--- config.mk ---
export PLATFORM = sky130hd
export DESIGN_NAME = plad_decode
export DESIGN_NICKNAME = d
export VERILOG_FILES = /design/src/common/plad_pkg.sv /design/src/plad_ptr_file.sv /design/src/plad_decode.sv
export VERILOG_INCLUDE_DIRS = /design/src /design/src/common
export SDC_FILE = /design/constraint.sdc
export NUM_CORES = 1
export LEC_CHECK = 0
export BUFFER_PORTS_ARGS = -buffer_cell sky130_fd_sc_hd__clkbuf_2
export CAP_MARGIN = 20
export CORE_ASPECT_RATIO = 0.8
export CORE_MARGIN = 4
export CORE_UTILIZATION = 30
export CTS_BUF_LIST = sky130_fd_sc_hd__clkbuf_16
export CTS_CLUSTER_DIAMETER = 60
export DETAILED_ROUTE_END_ITERATION = 8
export GPL_ROUTABILITY_DRIVEN = 0
export MAX_ROUTING_LAYER = met4
export PLACE_DENSITY = 0.47
export SLEW_MARGIN = 20
export SYNTH_ARGS = -nofsm -noshare
export SYNTH_HDL_FRONTEND = slang
export SYNTH_SLANG_ARGS = --single-unit
--- constraint.sdc ---
create_clock -name mclk_in -period 4.36 [get_ports mclk_in]
set_input_delay 0 -clock mclk_in [delete_from_list [all_inputs] [get_ports mclk_in]]
set_output_delay 0 -clock mclk_in [all_outputs]
set_load 0.02 [all_outputs]
--- src/common/plad_consts.svh ---
`ifndef PLAD_CONSTS_SVH
`define PLAD_CONSTS_SVH
`define PLAD_OPCODE 8'hE8
`define PLAD_OP_MSB 15
`define PLAD_OP_LSB 8
`define PLAD_SEL_MSB 7
`define PLAD_SEL_LSB 6
`define PLAD_LIT_MSB 5
`define PLAD_LIT_LSB 0
`define PLAD_SEL_RET 2'h3
`define PLAD_PTR_RST 12'h000
`define PLAD_PC_RST 21'h00_0000
`endif

--- src/common/plad_pkg.sv ---
package plad_pkg;
    typedef enum logic [3:0] {
        PLAD_Q1 = 4'h1,
        PLAD_Q2 = 4'h2,
        PLAD_Q3 = 4'h4,
        PLAD_Q4 = 4'h8
    } plad_phase_t;
    typedef logic [11:0] plad_ptr_t;
endpackage : plad_pkg

--- src/plad_ptr_file.sv ---
`timescale 1ns/1ps
`include "plad_consts.svh"
// Three indirect pointers; read data registered
module plad_ptr_file
(
    // Clock and reset
    input wire logic mclk_in,
    input wire logic rst_b_in,
    // Write port
    input wire logic wr_en_in,
    input wire logic [1:0] wr_sel_in,
    input wire plad_pkg::plad_ptr_t wr_data_in,
    // Read port
    input wire logic [1:0] rd_sel_in,
    output plad_pkg::plad_ptr_t rd_data_out,
    output plad_pkg::plad_ptr_t ptr0_out,
    output plad_pkg::plad_ptr_t ptr1_out,
    output plad_pkg::plad_ptr_t ptr2_out
);
    import plad_pkg::*;
    plad_ptr_t mem_reg [3];
    plad_ptr_t rd_reg;
    // Per-pointer storage
    genvar gi;
    generate
        for (gi = 0; gi < 3; gi++)
        begin : g_ptr
            always_ff @(posedge mclk_in or negedge rst_b_in)
            begin
                if (!rst_b_in)
                    mem_reg[gi] <= `PLAD_PTR_RST;
                else if (wr_en_in && wr_sel_in == 2'(gi))
                    mem_reg[gi] <= wr_data_in;
            end
        end
    endgenerate
    // Registered read; selector 3 is never presented
    always_ff @(posedge mclk_in or negedge rst_b_in)
    begin
        if (!rst_b_in)
            rd_reg <= `PLAD_PTR_RST;
        else
            rd_reg <= (rd_sel_in < 2'h3) ? mem_reg[rd_sel_in] : mem_reg[2];
    end
    assign rd_data_out = rd_reg;
    assign ptr0_out = mem_reg[0];
    assign ptr1_out = mem_reg[1];
    assign ptr2_out = mem_reg[2];
endmodule : plad_ptr_file

--- src/plad_decode.sv ---
`timescale 1ns/1ps
`include "plad_consts.svh"
// Pointer literal add and add-and-return executor
module plad_decode
(
    // Clock and reset
    input wire logic mclk_in,
    input wire logic rst_b_in,
    // Instruction fetch
    input wire logic instr_valid_in,
    input wire logic [15:0] instr_in,
    // Return stack and status
    input wire logic [20:0] return_stack_top_in,
    input wire logic [4:0] status_in,
    // Outputs
    output logic busy_out,
    output logic [3:0] phase_out,
    output logic done_out,
    output logic pc_load_out,
    output logic [20:0] pc_out,
    output logic stack_pop_out,
    output logic [4:0] status_out,
    output plad_pkg::plad_ptr_t ptr0_out,
    output plad_pkg::plad_ptr_t ptr1_out,
    output plad_pkg::plad_ptr_t third_indirect_pointer_out
);
    import plad_pkg::*;
    plad_phase_t ph_reg, ph_next;
    logic act_reg, act_next;
    logic ret_reg, ret_next;
    logic nop_reg, nop_next;
    logic [1:0] sel_reg, sel_next;
    logic [5:0] lit_reg, lit_next;
    plad_ptr_t sum_reg, sum_next;
    logic done_reg, done_next;
    logic pcl_reg, pcl_next;
    logic [20:0] pc_reg, pc_next;
    logic [4:0] st_reg;
    logic busy_reg, busy_next;
    logic wr_en;
    logic hit;
    plad_ptr_t rd_data;
    // Recognise the shared opcode byte in the first phase
    assign hit = instr_valid_in &&
        instr_in[`PLAD_OP_MSB:`PLAD_OP_LSB] == `PLAD_OPCODE;
    assign wr_en = act_reg && ph_reg == PLAD_Q4;
    plad_ptr_file u_ptr
    (
        .mclk_in(mclk_in),
        .rst_b_in(rst_b_in),
        .wr_en_in(wr_en),
        .wr_sel_in(sel_reg),
        .wr_data_in(sum_reg),
        .rd_sel_in(sel_reg),
        .rd_data_out(rd_data),
        .ptr0_out(ptr0_out),
        .ptr1_out(ptr1_out),
        .ptr2_out(third_indirect_pointer_out)
    );
    // Phase sequencer and datapath next state
    always_comb
    begin
        ph_next = ph_reg;
        act_next = act_reg;
        ret_next = ret_reg;
        nop_next = nop_reg;
        sel_next = sel_reg;
        lit_next = lit_reg;
        sum_next = sum_reg;
        done_next = 1'b0;
        pcl_next = 1'b0;
        pc_next = pc_reg;
        case (ph_reg)
            PLAD_Q1:
            begin
                // Phases follow the core clock even when the opcode is not
                // ours; stalling here would slip against the fetch path
                ph_next = PLAD_Q2;
                // Decode; an idle nop cycle ignores fetch
                if (nop_reg)
                begin
                    act_next = 1'b0;
                    ph_next = PLAD_Q2;
                end
                else if (hit)
                begin
                    act_next = 1'b1;
                    sel_next = instr_in[`PLAD_SEL_MSB:`PLAD_SEL_LSB];
                    ret_next = (instr_in[`PLAD_SEL_MSB:`PLAD_SEL_LSB]
                        == `PLAD_SEL_RET);
                    if (instr_in[`PLAD_SEL_MSB:`PLAD_SEL_LSB] == `PLAD_SEL_RET)
                        sel_next = 2'h2;
                    ph_next = PLAD_Q2;
                end
            end
            PLAD_Q2:
            begin
                if (act_reg)
                    lit_next = instr_in[`PLAD_LIT_MSB:`PLAD_LIT_LSB];
                ph_next = PLAD_Q3;
            end
            PLAD_Q3:
            begin
                // Unsigned literal zero-extended, wraps at pointer width
                if (act_reg)
                    sum_next = rd_data + {6'h00, lit_reg};
                ph_next = PLAD_Q4;
            end
            PLAD_Q4:
            begin
                ph_next = PLAD_Q1;
                if (act_reg)
                begin
                    act_next = 1'b0;
                    done_next = 1'b1;
                    if (ret_reg)
                    begin
                        pcl_next = 1'b1;
                        pc_next = return_stack_top_in;
                        nop_next = 1'b1;
                        ret_next = 1'b0;
                    end
                end
                else
                    nop_next = 1'b0;
            end
            default:
            begin
                ph_next = PLAD_Q1;
                act_next = 1'b0;
                nop_next = 1'b0;
            end
        endcase
        // Busy while executing or idling through the return's nop cycle
        busy_next = act_next | nop_next;
    end
    // Register all state
    always_ff @(posedge mclk_in or negedge rst_b_in)
    begin
        if (!rst_b_in)
        begin
            ph_reg <= PLAD_Q1;
            act_reg <= 1'b0;
            ret_reg <= 1'b0;
            nop_reg <= 1'b0;
            sel_reg <= 2'h0;
            lit_reg <= 6'h00;
            sum_reg <= `PLAD_PTR_RST;
            done_reg <= 1'b0;
            pcl_reg <= 1'b0;
            pc_reg <= `PLAD_PC_RST;
            st_reg <= 5'h00;
            busy_reg <= 1'b0;
        end
        else
        begin
            ph_reg <= ph_next;
            act_reg <= act_next;
            ret_reg <= ret_next;
            nop_reg <= nop_next;
            sel_reg <= sel_next;
            lit_reg <= lit_next;
            sum_reg <= sum_next;
            done_reg <= done_next;
            pcl_reg <= pcl_next;
            pc_reg <= pc_next;
            st_reg <= status_in;
            busy_reg <= busy_next;
        end
    end
    assign busy_out = busy_reg;
    assign phase_out = ph_reg;
    assign done_out = done_reg;
    assign pc_load_out = pcl_reg;
    assign pc_out = pc_reg;
    assign stack_pop_out = pcl_reg;
    assign status_out = st_reg;
    // Checks
    AST_SEL3_TO_PTR2: assert property (@(posedge mclk_in) disable iff (!rst_b_in)
        (ph_reg == PLAD_Q1 && !nop_reg && hit && instr_in[7:6] == 2'h3)
        |=> sel_reg == 2'h2)
        else $error("selector 3 did not target third pointer");
    AST_WRITE_Q4: assert property (@(posedge mclk_in) disable iff (!rst_b_in)
        !wr_en |=> $stable(ptr0_out) && $stable(ptr1_out)
        && $stable(third_indirect_pointer_out))
        else $error("pointer written outside fourth phase");
    AST_SUM_WRITE: assert property (@(posedge mclk_in) disable iff (!rst_b_in)
        (wr_en && sel_reg == 2'h2) |=> third_indirect_pointer_out
        == $past(sum_reg))
        else $error("sum not written back");
    AST_RET_PC: assert property (@(posedge mclk_in) disable iff (!rst_b_in)
        (wr_en && ret_reg) |=> pc_load_out && pc_out
        == $past(return_stack_top_in))
        else $error("return did not load stack top");
    AST_NOP_CYCLE: assert property (@(posedge mclk_in) disable iff (!rst_b_in)
        pc_load_out |-> (!act_reg && nop_reg)[*4])
        else $error("second cycle not idle");
    AST_STATUS: assert property (@(posedge mclk_in) disable iff (!rst_b_in)
        $past(rst_b_in) |-> status_out == $past(status_in))
        else $error("status flags altered");
    AST_LIT: assert property (@(posedge mclk_in) disable iff (!rst_b_in)
        (act_reg && ph_reg == PLAD_Q2) |=> lit_reg
        == $past(instr_in[5:0]))
        else $error("literal not taken");
    AST_ONE_CYCLE: assert property (@(posedge mclk_in) disable iff (!rst_b_in)
        (ph_reg == PLAD_Q1 && !nop_reg && hit) |-> ##3 wr_en ##1 done_out)
        else $error("add not done in one cycle");
    COV_ADD0: cover property (@(posedge mclk_in) wr_en && sel_reg == 2'h0);
    COV_ADD1: cover property (@(posedge mclk_in) wr_en && sel_reg == 2'h1);
    COV_RET: cover property (@(posedge mclk_in) pc_load_out);
endmodule : plad_decode

==> metrics <==
post_cts resized=0; crit path time final=approximately 2.3 ns; CTS H-tree lvls=3; critical path endpoint category=flip-flop; slowest cell delay on critical path=0.87 ns; Largest register FFs=21; internal power=between 1 and 1.5 mW; Detail Route Antenna Nets=0; setup TNS=0 ns; peak supply drop=roughly 0.19 mV; Final nets=535; total congestion overflow=0; Final setup viols=0; Cell variety after synth=47; Post-Synthesis Cells=between 300 and 400; Critical Path AT=2.51 ns; critical path class=reg -> reg; Slew @ Worst Pin=around 1 ns; first-pass GRT wire length=~17 mm; clock transition at the registers of the reported paths=0.07 ns; WP buf/inv=0; number of port buffers=about 110; Net Switching=around 400 uW; Top delay family on crit path=simple AND/OR/NAND/NOR gates; RSZ-0062 raised after global routing=false; switch share=22.3%; Seq pwr share=roughly 55%; Critical Path Slowest Stage Cell=and3_1; Setup Skew=0.0104 ns; Gate power share=roughly 5.2%; Post-synth EDFFs=0; Clk pwr share=around 40%; clock latency on the worst-skew pair=0.35 ns; Final Cycle Share=between 50 and 60%; core area=14,400 um^2; Sink Count=104; yosys warns=0; crit path max fanout=23; Avg Vias per Cell=4.63; Routed wire per std cell=approximately 16 um; CTS root buffer=clkbuf_16; share of the synthesized area in the top cell type=between 50% and 60%; #FFs+latches synth=104; maximum number of pins on one net before global-route repair=57; CP Data Required Time=4.59 ns; Slew Limit Fails=0; post-synth top area cell=dfrtp_1; Startpoint Class=flip-flop; number of CTS-inserted buffers=9; Chip Height=between 100 and 150 um; GRT Total Usage=13.8%; vias in the first global route=3,220; ys flop type=dfrtp_1; P per Cell Area=a little over 300 nW/um^2; share of cells above drive strength 1=approximately 41%; relative slew slack=about a third; Avg Inst Size Synth=13.2 um^2; total routed wirelength=between 10 and 15 mm; n_diodes=0; chip width=~140 um; DPL Wire Length=~7.6 mm; Longest Clk Path Bufs=2; Seq/Total Area, Yosys=58.5%; CTS tree=built; Initial Utilization=about 31%; Synth area leaders=dfrtp_1, mux2_2, mux2i_1; initial antenna violation count=0; area grow syn2layout=29.8%; top post-synthesis cells by count=dfrtp_1, mux2_2, nand2_1, o21ai_0, mux2i_1; ordered cell list for the critical path=nor4b_4, and3_1, mux2_2; Site Rows=39; vias=about 3.1k; worst hold path type=in -> reg; post-synth net total=~400; Leak=approximately 3.0 nW; status=finished, final reports clean; f_max=0.438 GHz; Layout Utilization=40.2%; Final Hold Viols=0; DRT iter0 DRCs=approximately 120; Synth async-reset ratio=100%; most common cell in the netlist=dfrtp_1; Detailed Routing Iterations Pass 1=4; mapped cell area=around 4500 um^2; number of I/O pins=115; maxcap violations=0; die area=16,900 um^2; DRC errors left=0
[area by class of cell]
class	count	area, um^2
Fill cell	1371	8610
Tap cell	184	230
Clock buffer	9	225
Timing Repair Buffer	151	938
Clock inverter	7	31.3
Inverter	6	22.5
Multi-Input combinational cell	211	1730
Sequential cell	104	2600
[stage by stage]
| stage | hold slack [ns] | area [um^2] | setup slack [ns] | power (mW) | cells |
|---|---|---|---|---|---|
| 5_1_grt | 0.121 | 5780 | 1.92 | 1.89 | 672 |
| 6_report | 0.0963 | 5780 | 2.08 | 1.80 | 672 |
| 2_1_floorplan | -0.296 | 4450 | 2.41 | 1.02 | 337 |
| 4_1_cts | 0.0770 | 5780 | 2.04 | 1.84 | 672 |
| 3_3_place_gp | 0.109 | 5170 | 2.12 | 1.07 | 621 |
| 3_5_place_dp | 0.110 | 5170 | 2.04 | 1.07 | 621 |
[layout by cell type (no fill, tap or decap), types with 3 or more instances in the layout]
master and count:
o21ai_0 22, xnor2_1 3, dlygate4sd3_1 35, dfrtp_1 103, inv_1 7, a21oi_1 5, ha_1 6, clkbuf_2 113
o211ai_1 4, nand4_1 3, nor2_1 9, clkinv_2 4, mux2_2 63, nand2_1 31, clkbuf_16 9, buf_4 3
a211oi_1 3, a31oi_1 4, nand3_1 4, nor3_1 3, mux2i_1 13
[power groups by stage]
stage / registers, mW / logic, mW / clock network (mW)
after global routing: 0.983 / 0.106 / 0.802
after detailed placement: 1.00 / 0.0709 / 0
after CTS: 0.982 / 0.0966 / 0.761
final: 0.982 / 0.0937 / 0.726
after global placement: 1.00 / 0.0707 / 0
after floorplan: 1.00 / 0.0172 / 0
[logic make-up after synthesis]
| family | synth area share (%) |
|---|---|
| xor gates and xnor gates | 0.984 |
| AOI/OAI and AO/OA | 6.86 |
| adders and majority gates | 2.14 |
| muxes | 19.4 |
| DFF | 58.5 |
| and+or+nand+nor | 9.53 |
| buffers and inverters | 2.67 |
[final timing paths]
path / cells after the start / start / endpoint / slack (ns)
worst max-delay path: 3 / phase_out[1]$_DFF_PN0_ / pc_out[16]$_DFFE_PN0P_ / 2.08
worst min-delay path: 4 / instr_in[12] / act_reg$_DFF_PN0_ / 0.1
worst max register to register: 3 / phase_out[1]$_DFF_PN0_ / pc_out[16]$_DFFE_PN0P_ / 2.08
worst min register to register: 1 / pc_out[8]$_DFFE_PN0P_ / pc_out[8]$_DFFE_PN0P_ / 0.51
max in group asynchronous: 3 / rst_b_in / u_ptr.ptr1_out[11]$_DFFE_PN0P_ / 2.98
min in group asynchronous: 2 / rst_b_in / u_ptr.ptr1_out[6]$_DFFE_PN0P_ / 0.25
[metal layers]
layer	part of all wire [%]	GRT usage, %
met5	0	-
met4	0.81	2.80
met3	3.2	3.86
met2	46	20.1
met1	50	19.6
[worst register-to-register path, delay by kind of cell (launching register included)]
kind / cells / cell delay, ns
multiplexers: 1 / 0.43
AND/OR/NAND/NOR: 2 / 1.24
flip-flops: 1 / 0.49
[repair_timing]
action / 4_1_cts / 5_1_grt
endpoints found under the hold margin: 89 / 0
setup buffers: 0 / 0
hold buffers: 35 / 0
(Power assumes the default switching activity.)
